**config.mk**
```make
export PLATFORM = sky130hd
export DESIGN_NAME = eic_top
export DESIGN_NICKNAME = d
export VERILOG_FILES = /design/src/shared/eic_pkg.sv /design/src/hdl/eic_edge.sv /design/src/hdl/eic_ctrl.sv /design/src/hdl/eic_top.sv
export SDC_FILE = /design/constraint.sdc
export NUM_CORES = 1
export LEC_CHECK = 0
export BUFFER_PORTS_ARGS = -buffer_cell sky130_fd_sc_hd__buf_2
export CORE_ASPECT_RATIO = 0.5
export CORE_MARGIN = 2
export CORE_UTILIZATION = 40
export CTS_CLUSTER_SIZE = 10
export DETAILED_ROUTE_END_ITERATION = 6
export HOLD_SLACK_MARGIN = 0.05
export PLACE_DENSITY = 0.9
export SYNTH_ARGS = -nofsm -noshare
export SYNTH_HDL_FRONTEND = slang
export SYNTH_SLANG_ARGS = --single-unit
```
**constraint.sdc**
```tcl
create_clock -name clk_i -period 1.7 [get_ports clk_i]
set_input_delay 0.17 -clock clk_i [delete_from_list [all_inputs] [get_ports clk_i]]
set_output_delay 0.17 -clock clk_i [all_outputs]
set_load 0.05 [all_outputs]
```
**src/shared/eic_pkg.sv**
```systemverilog
`default_nettype none
package eic_pkg;
  localparam logic [7:0] CTRL_RESET  = 8'hc0;
  localparam int         BIT_C_PRIO  = 7;
  localparam int         BIT_B_PRIO  = 6;
  localparam int         BIT_C_EN    = 4;
  localparam int         BIT_B_EN    = 3;
  localparam int         BIT_C_FLAG  = 1;
  localparam int         BIT_B_FLAG  = 0;
  localparam logic [7:0] CTRL_MASK   = 8'hdb;
  localparam logic [3:0] ADDR_CTRL   = 4'h0;
  localparam logic [3:0] ADDR_STAT   = 4'h4;
  localparam logic [3:0] ADDR_MASK   = 4'h8;
  localparam logic [1:0] EVT_RESET   = 2'h0;
endpackage
`default_nettype wire

```
**src/hdl/eic_edge.sv**
```systemverilog
`timescale 1ns/1ps
`default_nettype none
// synchronises a pin and pulses on its selected edge
module eic_edge (
  input  wire logic clk_i,
  input  wire logic srst_i,
  input  wire logic pin_i,
  input  wire logic rising_i,
  output logic      event_o
);
  logic [2:0] sync_r;
  logic [2:0] sync_nxt;
  logic [2:0] fill_r;
  logic [2:0] fill_nxt;

  always_comb begin
    sync_nxt = {sync_r[1:0], pin_i};
    fill_nxt = {fill_r[1:0], 1'b1};
  end

  always_ff @(posedge clk_i) begin
    if (srst_i) begin
      sync_r <= 3'h0;
      fill_r <= 3'h0;
    end else begin
      sync_r <= sync_nxt;
      fill_r <= fill_nxt;
    end
  end

  // only stages 1 and 2 are compared, stage 0 feeds stage 1 alone
  // held off until stage 2 has a real sample: a pin idling high would fake a rising edge
  assign event_o = fill_r[2] & (rising_i ? (sync_r[1] & ~sync_r[2]) : (~sync_r[1] & sync_r[2]));
endmodule
`default_nettype wire

```
**src/hdl/eic_ctrl.sv**
```systemverilog
`timescale 1ns/1ps
`default_nettype none
// wraps the control byte with its flag logic and interrupt gating
module eic_ctrl (
  input  wire logic        clk_i,
  input  wire logic        srst_i,
  input  wire logic [7:0]  wdata_i,
  input  wire logic        wr_i,
  input  wire logic [1:0]  evt_i,
  input  wire logic        priority_mode_on_i,
  input  wire logic        global_high_enable_i,
  input  wire logic        global_low_enable_i,
  output logic [7:0]       ctrl_o,
  output logic             irq_high_o,
  output logic             irq_low_o
);
  logic [7:0] ctrl_r;
  logic [7:0] ctrl_nxt;
  logic [1:0] req;
  logic [1:0] prio;

  always_comb begin
    ctrl_nxt = ctrl_r;
    if (wr_i) begin
      ctrl_nxt = wdata_i & eic_pkg::CTRL_MASK;
      // writing zero clears a flag, writing one leaves the flag as is
      ctrl_nxt[eic_pkg::BIT_B_FLAG] = ctrl_r[eic_pkg::BIT_B_FLAG] & wdata_i[eic_pkg::BIT_B_FLAG];
      ctrl_nxt[eic_pkg::BIT_C_FLAG] = ctrl_r[eic_pkg::BIT_C_FLAG] & wdata_i[eic_pkg::BIT_C_FLAG];
    end
    // set wins over a same-cycle clear; enables play no part
    if (evt_i[0]) begin
      ctrl_nxt[eic_pkg::BIT_B_FLAG] = 1'b1;
    end
    if (evt_i[1]) begin
      ctrl_nxt[eic_pkg::BIT_C_FLAG] = 1'b1;
    end
  end

  always_ff @(posedge clk_i) begin
    if (srst_i) begin
      ctrl_r <= eic_pkg::CTRL_RESET;
    end else begin
      ctrl_r <= ctrl_nxt;
    end
  end

  assign req[0]  = ctrl_r[eic_pkg::BIT_B_FLAG] & ctrl_r[eic_pkg::BIT_B_EN];
  assign req[1]  = ctrl_r[eic_pkg::BIT_C_FLAG] & ctrl_r[eic_pkg::BIT_C_EN];
  assign prio[0] = ctrl_r[eic_pkg::BIT_B_PRIO];
  assign prio[1] = ctrl_r[eic_pkg::BIT_C_PRIO];

  // without priority mode all requests go high-vector under the global enable
  assign irq_high_o = global_high_enable_i &
                      (priority_mode_on_i ? |(req & prio) : |req);
  assign irq_low_o  = priority_mode_on_i & global_high_enable_i & global_low_enable_i &
                      |(req & ~prio);
  assign ctrl_o     = ctrl_r;
endmodule
`default_nettype wire

```
**src/hdl/eic_top.sv**
```systemverilog
// The implementer's own choices: the register offsets and register access over Avalon-MM.
`timescale 1ns/1ps
`default_nettype none
module eic_top (
  // clock and reset
  input  wire logic        clk_i,
  input  wire logic        srst_i,
  // avalon-mm slave
  input  wire logic [3:0]  avs_address_i,
  input  wire logic        avs_read_i,
  input  wire logic        avs_write_i,
  input  wire logic [31:0] avs_writedata_i,
  input  wire logic [3:0]  avs_byteenable_i,
  output logic [31:0]      avs_readdata_o,
  output logic             avs_waitrequest_o,
  // external inputs and edge selects
  input  wire logic        ext_in_b_i,
  input  wire logic        ext_in_c_i,
  input  wire logic        ext_in_b_rising_i,
  input  wire logic        ext_in_c_rising_i,
  // global controls from the core
  input  wire logic        priority_mode_on_i,
  input  wire logic        global_high_enable_i,
  input  wire logic        global_low_enable_i,
  // requests
  output logic             irq_high_o,
  output logic             irq_low_o,
  output logic             irq_o
);
  logic [1:0]  evt;
  logic [7:0]  ctrl;
  logic        wr_ctrl;
  logic        acc_r;
  logic        acc_nxt;
  logic [31:0] rdata_r;
  logic [31:0] rdata_nxt;
  logic [1:0]  stat_r;
  logic [1:0]  stat_nxt;
  logic [1:0]  mask_r;
  logic [1:0]  mask_nxt;
  logic        wr_go;
  logic        req;

  genvar g;
  generate
    for (g = 0; g < 2; g++) begin : g_in
      eic_edge u_edge (
        .clk_i    (clk_i),
        .srst_i   (srst_i),
        .pin_i    (g == 0 ? ext_in_b_i : ext_in_c_i),
        .rising_i (g == 0 ? ext_in_b_rising_i : ext_in_c_rising_i),
        .event_o  (evt[g])
      );
    end
  endgenerate

  // one wait cycle per access: the answer comes on the second edge
  assign req   = avs_read_i | avs_write_i;
  assign wr_go = avs_write_i & acc_r & avs_byteenable_i[0];
  assign wr_ctrl = wr_go & (avs_address_i == eic_pkg::ADDR_CTRL);
  assign avs_waitrequest_o = req & ~acc_r;

  eic_ctrl u_ctrl (
    .clk_i                (clk_i),
    .srst_i               (srst_i),
    .wdata_i              (avs_writedata_i[7:0]),
    .wr_i                 (wr_ctrl),
    .evt_i                (evt),
    .priority_mode_on_i   (priority_mode_on_i),
    .global_high_enable_i (global_high_enable_i),
    .global_low_enable_i  (global_low_enable_i),
    .ctrl_o               (ctrl),
    .irq_high_o           (irq_high_o),
    .irq_low_o            (irq_low_o)
  );

  always_comb begin
    acc_nxt   = req & ~acc_r;
    rdata_nxt = 32'h0;
    stat_nxt  = stat_r | evt;
    mask_nxt  = mask_r;
    if (req & ~acc_r & avs_read_i) begin
      unique case (avs_address_i)
        eic_pkg::ADDR_CTRL: rdata_nxt = {24'h0, ctrl};
        eic_pkg::ADDR_STAT: rdata_nxt = {30'h0, stat_r};
        eic_pkg::ADDR_MASK: rdata_nxt = {30'h0, mask_r};
        default:            rdata_nxt = 32'h0;
      endcase
    end
    if (wr_go && avs_address_i == eic_pkg::ADDR_STAT) begin
      // write one to clear, a new event in the same cycle still sets
      stat_nxt = (stat_r & ~avs_writedata_i[1:0]) | evt;
    end
    if (wr_go && avs_address_i == eic_pkg::ADDR_MASK) begin
      mask_nxt = avs_writedata_i[1:0];
    end
  end

  always_ff @(posedge clk_i) begin
    if (srst_i) begin
      acc_r   <= 1'b0;
      rdata_r <= 32'h0;
      stat_r  <= eic_pkg::EVT_RESET;
      mask_r  <= eic_pkg::EVT_RESET;
    end else begin
      acc_r   <= acc_nxt;
      rdata_r <= rdata_nxt;
      stat_r  <= stat_nxt;
      mask_r  <= mask_nxt;
    end
  end

  assign avs_readdata_o = rdata_r;
  assign irq_o          = |(stat_r & mask_r);
endmodule
`default_nettype wire

```
==> impl_metrics.py, run 1 <==
metrics = {
    "sta": {
        "min_period_ns": 1.491,
        "clock-skew-final_ns": 0.007970,
        "finalHoldWorstSlack_ns": 0.1152,
        "timing.setup.tns_ns": 0,
        "report.final.setup_viol": 0,
        "grt_setup_unrepaired": "false",
        "report.final.slew_viol_count": 0,
        "maxSlewHeadroom_pct": 61.50,
        "worst_slew_pin_slew_ns": 0.5695,
        "maxClockFrequency_ghz": 0.6706,
        "final.period_utilization_pct": 87.72,
        "hold_viol": 0,
    },
    "global_route": {
        "number_of_global_route_vias_before_repair": 816,
        "initial_antenna_violation_count": 0,
        "grt_first_pass_wirelength_microns": 3408,
        "grtUsageMet2_pct": 23.74,
        "grt_overflow": 0,
        "globalRouteMet1Util_pct": 13.80,
        "grt_most_used_layer": "met2",
        "total_routing_usage_reported_by_global_routing_pct": 12.69,
        "gr-usage-met3_pct": 3.191,
        "grt_max_degree": 22,
    },
    "setup_path": {
        "start_kind": "flip-flop",
        "worstReg2RegStart": "acc_r",
        "cp_data_required_time_ns": 1.53,
        "worst_setup_path_end_kind": "primary output",
        "crit_path_start": "u_ctrl.ctrl_o[0]",
        "cp_slowest_stage_delay_ns": 0.37,
        "cp_data_arrival_time_ns": 1.32,
        "critPathSlowestCell": "sky130_fd_sc_hd__dfxtp_1",
        "crit_fanout": 3,
        "setup.worst_path.class": "flip-flop to primary output",
        "crit_path_cell_trace": "nand2_1 -> o22ai_1 -> and4_1 -> buf_2",
    },
    "logic_synthesis": {
        "postSynthCellCount": 137,
        "synthArstFlopShare_pct": 0,
        "yosys-top-cells-area": "sky130_fd_sc_hd__dfxtp_1, sky130_fd_sc_hd__buf_4, sky130_fd_sc_hd__mux2i_1, sky130_fd_sc_hd__nor2b_1, sky130_fd_sc_hd__nand2_1",
        "postSynth.topFlopCell": "sky130_fd_sc_hd__dfxtp_1",
        "yosysWarningCount": 0,
        "syn-mean-instance-area_sq_um": 8.914,
        "postSynthRegisterBits": 26,
        "synth_top_cells_by_count": "sky130_fd_sc_hd__buf_4, sky130_fd_sc_hd__dfxtp_1, sky130_fd_sc_hd__nand2_1",
        "yosysSeqAreaShare_pct": 42.62,
        "synth.top_cell.area_share_pct": 42.62,
        "synth.cell_area_sq_um": 1221,
        "synth-edff-count": 0,
        "post-synth-top-area-cell": "sky130_fd_sc_hd__dfxtp_1",
        "yosys.cell_types.count": 34,
    },
    "routing": {
        "detailedRoute.firstPassIterationCount": 4,
        "dr.first_iter.drc_count": 78,
        "avgViaCountPerCell": 4.558,
        "drt_wl_total_microns": 2157,
        "detailroute.via_count": 948,
        "avgRoutedWirePerCell_microns": 10.37,
        "postRouteAntennaNets": 0,
        "drc_errors": 0,
    },
    "clocking": {
        "cts-hold-fix-buffers": 0,
        "cts_tree": "built",
        "clock_tree.root_cell": "sky130_fd_sc_hd__clkbuf_8",
        "clk_transition_reported_paths_ns": 0.08,
        "cts-root-to-sink-buffers": 2,
        "clock_latency_ns": 0.27,
        "post_cts_resized": 0,
        "cts.htree.levels": 1,
        "cts_inserted_buffers": 3,
        "cts_num_sinks": 26,
        "post_cts_buffers": 0,
    },
    "die": {
        "row_cnt": 14,
        "top_level_i_o_count": 87,
        "start_util_pct": 41.25,
        "floorplan_die_width_microns": 82.14,
        "core_region_area_sq_um": 2960,
        "fp.dieArea_sq_um": 3538,
        "die_h_microns": 43.07,
    },
    "run": {
        "maxCapViolCount": 0,
    },
    "placed_design": {
        "dpl_cell_area_sq_um": 1314,
        "finalWeightedCongestion": 0.8717,
        "io_buffer_count": 31,
        "placed_wire_length_estimate_after_detailed_placement_microns": 1695,
    },
    "power_and_ir_drop": {
        "p_total_mw": 1.169,
        "leakage_power_nw": 0.6424,
        "power.density_cell_area_nw_per_um2": 862.7,
        "worst_ir_drop_vdd_uv": 273.1,
    },
    "cells_and_area": {
        "seq_area_sq_um": 520.5,
        "filler_cell_count": 281,
        "multi_input_comb_area_sq_um": 561.8,
        "antenna_cells": 0,
        "layout-drive-gt1-share_pct": 23.21,
        "final_net_count": 221,
        "flow.area_growth_from_synthesis_pct": 10.96,
        "final_cell_area_sq_um": 1355,
    },
    "worst_hold_path": {
        "hold_path.startpoint": "ext_in_c_i",
        "worst_hold_path_type": "input pin to flip-flop",
    },
    "status": {
        "run_status": "complete, no violations",
    },
}
==> kinds of logic after synthesis <==
| logic type | count (synthesis) | share of synthesized area (%) |
|---|---|---|
| flops | 26 | 42.62 |
| buf+inv | 34 | 19.06 |
| compound gates | 17 | 8.198 |
| other cells | 1 | 0.3071 |
| mux | 6 | 4.918 |
| simple gates | 53 | 24.90 |
==> cell usage in the layout (no fill, tap or decap), drive strengths merged <==
cell,netlist,final
buf,28,32
conb,1,26
dfxtp,26,26
nand2,12,12
nor2b,9,9
nor2,7,7
a21oi,6,6
o21ai,6,6
mux2i,6,6
inv,4,4
and3,3,3
clkbuf,1,3
and3b,2,2
nor3b,2,2
nor3,2,2
nor4b,2,2
and2,2,2
or2,2,2
nor4,2,2
or3,2,2
or4,2,2
o311ai,2,2
a22o,1,1
clkinv,1,1
o21a,1,1
o22ai,1,1
and4,1,1
nand3,1,1
and2b,1,1
nand2b,1,1
==> stage by stage <==
step | std cells | setup slack, ns | util (%)
after floorplan | 162 | 0.3698 | -
after global placement | 205 | 0.2521 | 44.38
after detailed placement | 205 | 0.2022 | 44.38
after CTS | 208 | 0.2107 | 45.77
after global routing | 208 | 0.1457 | 45.77
final | 208 | 0.2088 | 45.77
==> critical path, delay by kind of cell (launching register included) <==
family          cells  cell delay [ns]
buf+inv             1             0.25
compound gates      1             0.15
simple gates        2             0.28
flops               1             0.37
==> registers in the layout, indices dropped and copies added (netlist names) <==
| register | cells |
|---|---|
| avs_readdata_o | 6 |
| g_in.u_edge.fill_r | 3 |
| acc_r | 1 |
| mask_r | 2 |
| stat_r | 2 |
| g_in.u_edge.sync_r | 6 |
| u_ctrl.ctrl_o | 6 |
==> worst paths after layout <==
kind | endpoint | slack [ns] | cells past startpoint
worst max-delay path | irq_low_o | 0.21 | 4
worst min register to register | g_in[1].u_edge.sync_r[1] | 0.44 | 1
worst max register to register | mask_r[0] | 0.32 | 3
worst min-delay path | g_in[1].u_edge.sync_r[0] | 0.12 | 2
==> area by class of cell <==
class	instances	area share, %
well taps	40	3.693
repair buffers	32	12.00
clock buffers	3	3.047
multi-input cells	102	41.46
inverters	5	1.385
flip-flops and latches	26	38.41
==> metal layers <==
layer / share of wire (%) / wire [microns]
met3: 8.7 / 188
met1: 39 / 835
met4: 1.4 / 30
met2: 51 / 1103
met5: 0 / 0
==> power breakdown <==
part / switching [mW] / internal, mW / leakage, nW
registers: 0.00599 / 0.621 / 0.212
clock network: 0.173 / 0.158 / 0.0216
logic: 0.174 / 0.0361 / 0.409
(Power assumes the default switching activity.)
==> run 2, diff against run 1 <==
==> constraint.sdc (replaced) <==
create_clock -name clk_i -period 1.7 [get_ports clk_i]
set_input_delay 0.085 -clock clk_i [delete_from_list [all_inputs] [get_ports clk_i]]
set_output_delay 0.085 -clock clk_i [all_outputs]
set_load 0.05 [all_outputs]
==> impl_metrics.py, run 2 (synthesis gave the netlist of run 1 again) <==
metrics = {
    "setup_path": {
        "setup_slack_reg_to_reg_ns": 0.32,
        "critPathSlowestCell": "sky130_fd_sc_hd__dfxtp_1",
        "cp_data_arrival_time_ns": 1.32,
        "worst_path_dominant_cell_family": "flip-flops",
        "setup.worst_path.class": "flip-flop to primary output",
        "crit_fanout": 3,
        "logic_depth_of_the_worst_register_to_register_path": 3,
        "cp_slowest_stage_delay_ns": 0.37,
        "worstReg2RegStart": "acc_r",
        "critPathCapture": "irq_low_o",
        "start_kind": "flip-flop",
        "cp_data_required_time_ns": 1.62,
        "worst_setup_path_end_kind": "primary output",
        "r2r_end": "mask_r[0]",
        "worst-path-buf-inv": 1,
        "crit_cells": 4,
        "crit_path_cell_trace": "nand2_1 -> o22ai_1 -> and4_1 -> buf_2",
        "crit_path_start": "u_ctrl.ctrl_o[0]",
    },
    "sta": {
        "worst_slack_ns": 0.2941,
        "maxSlewHeadroom_pct": 61.54,
        "final.period_utilization_pct": 82.70,
        "min_period_ns": 1.406,
        "grt_setup_unrepaired": "false",
        "timing.setup.tns_ns": 0,
        "worst_slew_pin_slew_ns": 0.5689,
        "report.final.slew_viol_count": 0,
        "finalHoldWorstSlack_ns": 0.08509,
        "clock-skew-final_ns": 0.007755,
        "hold_viol": 0,
        "report.final.setup_viol": 0,
        "maxClockFrequency_ghz": 0.7113,
    },
    "die": {
        "die_h_microns": 43.07,
        "core_region_area_sq_um": 2960,
        "fp.dieArea_sq_um": 3538,
        "row_cnt": 14,
        "top_level_i_o_count": 87,
        "floorplan_die_width_microns": 82.14,
        "start_util_pct": 41.25,
    },
    "power_and_ir_drop": {
        "worst_ir_drop_vdd_uv": 279.8,
        "power.density_cell_area_nw_per_um2": 852.2,
        "leakage_power_nw": 0.6508,
        "p_total_mw": 1.172,
    },
    "cells_and_area": {
        "layout-drive-gt1-share_pct": 22.94,
        "utilization_pct": 46.45,
        "flow.area_growth_from_synthesis_pct": 12.60,
        "leading_cell_types_in_the_layout_fill_and_taps_excluded": "sky130_fd_sc_hd__buf_2, sky130_fd_sc_hd__conb_1, sky130_fd_sc_hd__dfxtp_1",
        "final_net_count": 223,
        "most_frequent_standard_cell_in_the_layout_excluding_fill_and_tap_cells": "sky130_fd_sc_hd__buf_2",
        "filler_cell_count": 284,
        "antenna_cells": 0,
    },
    "run": {
        "maxCapViolCount": 0,
    },
    "global_route": {
        "total_routing_usage_reported_by_global_routing_pct": 12.60,
        "grt_first_pass_wirelength_microns": 3381,
        "grt_max_degree": 22,
        "grt_overflow": 0,
        "number_of_global_route_vias_before_repair": 804,
        "initial_antenna_violation_count": 0,
    },
    "clocking": {
        "post_cts_buffers": 0,
        "clock_tree.root_cell": "sky130_fd_sc_hd__clkbuf_8",
        "clock_latency_ns": 0.27,
        "cts_inserted_buffers": 3,
        "cts-root-to-sink-buffers": 2,
        "cts_tree": "built",
        "cts-hold-fix-buffers": 2,
        "clk_transition_reported_paths_ns": 0.08,
        "cts.htree.levels": 1,
        "cts_num_sinks": 26,
        "post_cts_resized": 0,
    },
    "placed_design": {
        "io_buffer_count": 31,
        "placed_wire_length_estimate_after_detailed_placement_microns": 1695,
        "finalWeightedCongestion": 0.8717,
        "place_ws_ns": 0.2872,
    },
    "routing": {
        "avgViaCountPerCell": 4.529,
        "detailedRoute.firstPassIterationCount": 4,
        "detailroute.via_count": 951,
        "dr.first_iter.drc_count": 84,
        "drc_errors": 0,
        "postRouteAntennaNets": 0,
        "avgRoutedWirePerCell_microns": 10.32,
        "drt_wl_total_microns": 2168,
    },
    "worst_hold_path": {
        "worst_hold_path_type": "input pin to flip-flop",
    },
    "status": {
        "run_status": "complete, no violations",
    },
}
[run 2: cell type report]
cell class | instances | area, sq um | share of cell area [%]
clock buffer | 3 | 41.29 | 3.003
inverter | 5 | 18.77 | 1.365
multi-input combinational | 102 | 561.8 | 40.86
sequential | 26 | 520.5 | 37.85
tap | 40 | 50.05 | 3.640
timing repair buffer | 34 | 182.7 | 13.28
[run 2: through the flow]
step | instances | cell area [sq um]
after global placement | 205 | 1314
after CTS | 210 | 1375
final | 210 | 1375
after detailed placement | 205 | 1314
after floorplan | 162 | 1315
after global routing | 210 | 1375
[run 2: worst min path at each step]
| stage | from | endpoint | slack [ns] | depth (start not counted) |
|---|---|---|---|---|
| after floorplan | ext_in_b_i | g_in[0].u_edge.sync_r[0] | 0.21 | 1 |
| after global placement | ext_in_c_i | g_in[1].u_edge.sync_r[0] | 0.30 | 2 |
| after detailed placement | ext_in_c_i | g_in[1].u_edge.sync_r[0] | 0.30 | 2 |
| after CTS | avs_writedata_i[6] | u_ctrl.ctrl_o[6] | 0.08 | 3 |
| after global routing | avs_writedata_i[6] | u_ctrl.ctrl_o[6] | 0.08 | 3 |
| final | avs_writedata_i[6] | u_ctrl.ctrl_o[6] | 0.09 | 3 |
[run 2: report_power, final]
| part | switching, mW | total (mW) | leakage (nW) | internal, mW |
|---|---|---|---|---|
| Sequential | 0.00598 | 0.627 | 0.212 | 0.621 |
| Clock | 0.172 | 0.331 | 0.0216 | 0.158 |
| Combinational | 0.175 | 0.214 | 0.418 | 0.0391 |
| Total | 0.353 | 1.17 | 0.651 | 0.819 |
[run 2: routing by layer]
metal / vias to the layer above / global-route usage [%] / part of all wire, %
met1: 425 / 13.53 / 39
met3: 4 / 3.191 / 8.3
met5: - / 0 / 0
met2: 48 / 23.74 / 52
li1: 474 / - / -
met4: 0 / 4.667 / 1.4
[run 2: tightest hold or removal path, stage by stage]
cell,delay (ns)
sky130_fd_sc_hd__buf_2,0.07
sky130_fd_sc_hd__nor2_1,0.03
sky130_fd_sc_hd__mux2i_1,0.11
==> run 3, diff against run 2 <==
--- a/config.mk
+++ b/config.mk
@@ -8,11 +8,11 @@
 export BUFFER_PORTS_ARGS = -buffer_cell sky130_fd_sc_hd__buf_2
 export CORE_ASPECT_RATIO = 0.5
 export CORE_MARGIN = 2
-export CORE_UTILIZATION = 40
+export CORE_UTILIZATION = 36
 export CTS_CLUSTER_SIZE = 10
 export DETAILED_ROUTE_END_ITERATION = 6
 export HOLD_SLACK_MARGIN = 0.05
-export PLACE_DENSITY = 0.9
+export PLACE_DENSITY = 0.86
 export SYNTH_ARGS = -nofsm -noshare
 export SYNTH_HDL_FRONTEND = slang
 export SYNTH_SLANG_ARGS = --single-unit
==> constraint.sdc (replaced) <==
create_clock -name clk_i -period 1.2 [get_ports clk_i]
set_input_delay 0.06 -clock clk_i [delete_from_list [all_inputs] [get_ports clk_i]]
set_output_delay 0.06 -clock clk_i [all_outputs]
set_load 0.05 [all_outputs]
==> impl_metrics.py, run 3 (synthesis gave the netlist of run 1 again) <==
metrics = {
    "routing": {
        "detailroute.via_count": 1012,
        "avgRoutedWirePerCell_microns": 12.09,
        "drc_errors": 0,
        "detailedRoute.firstPassIterationCount": 4,
        "drt_wl_total_microns": 2684,
        "dr.first_iter.drc_count": 47,
        "avgViaCountPerCell": 4.559,
        "postRouteAntennaNets": 0,
    },
    "cells_and_area": {
        "multi_input_comb_area_sq_um": 606.8,
        "utilization_pct": 50.00,
        "antenna_cells": 0,
        "filler_cell_count": 278,
        "finalNonFillerCells": 222,
        "most_frequent_standard_cell_in_the_layout_excluding_fill_and_tap_cells": "sky130_fd_sc_hd__buf_2",
        "flow.area_growth_from_synthesis_pct": 27.66,
        "final_net_count": 234,
        "seq_area_sq_um": 529.3,
        "layout-drive-gt1-share_pct": 36.81,
        "leading_cell_types_in_the_layout_fill_and_taps_excluded": "sky130_fd_sc_hd__buf_2, sky130_fd_sc_hd__conb_1, sky130_fd_sc_hd__dfxtp_1",
    },
    "placed_design": {
        "placed_wire_length_estimate_after_detailed_placement_microns": 1857,
        "io_buffer_count": 31,
        "dp_cells": 213,
        "finalWeightedCongestion": 0.8138,
    },
    "clocking": {
        "cts_num_sinks": 26,
        "clk_transition_reported_paths_ns": 0.09,
        "cts-root-to-sink-buffers": 2,
        "clock_tree.root_cell": "sky130_fd_sc_hd__clkbuf_8",
        "cts_tree": "built",
        "clock_latency_ns": 0.27,
        "cts.htree.levels": 1,
        "cts_inserted_buffers": 3,
    },
    "status": {
        "violations": "setup timing",
        "run_status": "finished with violations",
    },
    "setup_path": {
        "cp_data_arrival_time_ns": 1.24,
        "setup.worst_path.class": "flip-flop to primary output",
        "cp_data_required_time_ns": 1.14,
        "worst_setup_path_end_kind": "primary output",
        "start_kind": "flip-flop",
        "crit_fanout": 3,
    },
    "die": {
        "floorplan_die_width_microns": 86.37,
        "start_util_pct": 39.17,
        "die_h_microns": 45.19,
        "core_region_area_sq_um": 3118,
        "top_level_i_o_count": 87,
        "fp.dieArea_sq_um": 3902,
        "row_cnt": 14,
    },
    "sta": {
        "final.period_utilization_pct": 108.3,
        "min_period_ns": 1.300,
        "report.final.slew_viol_count": 0,
        "worst_slack_ns": -0.09995,
        "hold_viol": 0,
        "maxClockFrequency_ghz": 0.7693,
        "grt_setup_unrepaired": "true",
        "report.final.setup_viol": 2,
        "clock-skew-final_ns": 0.006236,
    },
    "worst_hold_path": {
        "worst_hold_path_type": "input pin to flip-flop",
    },
    "global_route": {
        "total_routing_usage_reported_by_global_routing_pct": 12.79,
        "initial_antenna_violation_count": 0,
        "number_of_global_route_vias_before_repair": 939,
        "gr-usage-met3_pct": 4.022,
        "grtUsageMet2_pct": 23.69,
        "grt_overflow": 0,
        "globalRouteMet1Util_pct": 13.87,
        "grt_first_pass_wirelength_microns": 3939,
        "grt_max_degree": 16,
        "grt_most_used_layer": "met2",
    },
    "power_and_ir_drop": {
        "leakage_power_nw": 0.7229,
        "power.density_cell_area_nw_per_um2": 1247,
        "worst_ir_drop_vdd_uv": 505.6,
    },
    "run": {
        "maxCapViolCount": 0,
    },
}
[run 3: through the flow]
stage	area, sq um	power, mW	setup TNS [ns]	hold slack, ns	worst slack, ns
after global placement	1380	1.220	-0.3978	0.2775	-0.08160
after global routing	1559	2.024	-0.2416	0.05664	-0.1412
after floorplan	1321	1.212	-0.04467	0.1882	-0.02021
final	1559	1.943	-0.1131	0.05426	-0.09995
after CTS	1518	1.934	-0.05800	0.05207	-0.03743
after detailed placement	1380	1.226	-0.6070	0.2842	-0.1339
[run 3: area by class of cell]
class                      instances  area share (%)
clock buffer                       3           2.648
sequential                        26           33.95
timing repair buffer              45           18.14
inverter                           5           1.204
multi-input combinational        102           38.92
clock inverter                     1           1.926
tap                               40           3.210
[run 3: final timing paths]
kind,start,depth (start not counted),slack [ns],to
max reg2reg,acc_r,3,0.06,avs_readdata_o[1]
min reg2reg,g_in[1].u_edge.sync_r[0],1,0.44,g_in[1].u_edge.sync_r[1]
min,avs_writedata_i[1],3,0.05,mask_r[1]
max,u_ctrl.ctrl_o[1],4,-0.1,irq_low_o
[run 3: worst max-delay path, cell delays in order (launching register included)]
cell and delay [ns]:
sky130_fd_sc_hd__dfxtp_2 0.38, sky130_fd_sc_hd__nand2_2 0.09, sky130_fd_sc_hd__o22ai_2 0.12, sky130_fd_sc_hd__and4_1 0.22, sky130_fd_sc_hd__buf_6 0.16
[run 3: power breakdown]
part           switching, mW  total, mW  leakage (nW)  internal, mW
logic                  0.261      0.340         0.474        0.0792
registers            0.00890      0.890         0.213         0.881
clock network          0.268      0.714        0.0357         0.446
[run 3: timing repair]
| item | 4_1_cts | 5_1_grt |
|---|---|---|
| buffers inserted | 1 | 1 |
| gates resized for setup | 12 | 10 |
| hold buffers | 3 | 0 |
| setup endpoints to repair | 7 | 9 |
| pin swaps | 1 | 3 |
| hold endpoints to repair | 3 | 0 |
[run 3: layer usage]
metal  up-vias  share of wire (%)
li1        496                  -
met1       469                 42
met2        41                 50
met3         6                6.8
met4         0                1.3
met5         -                  0
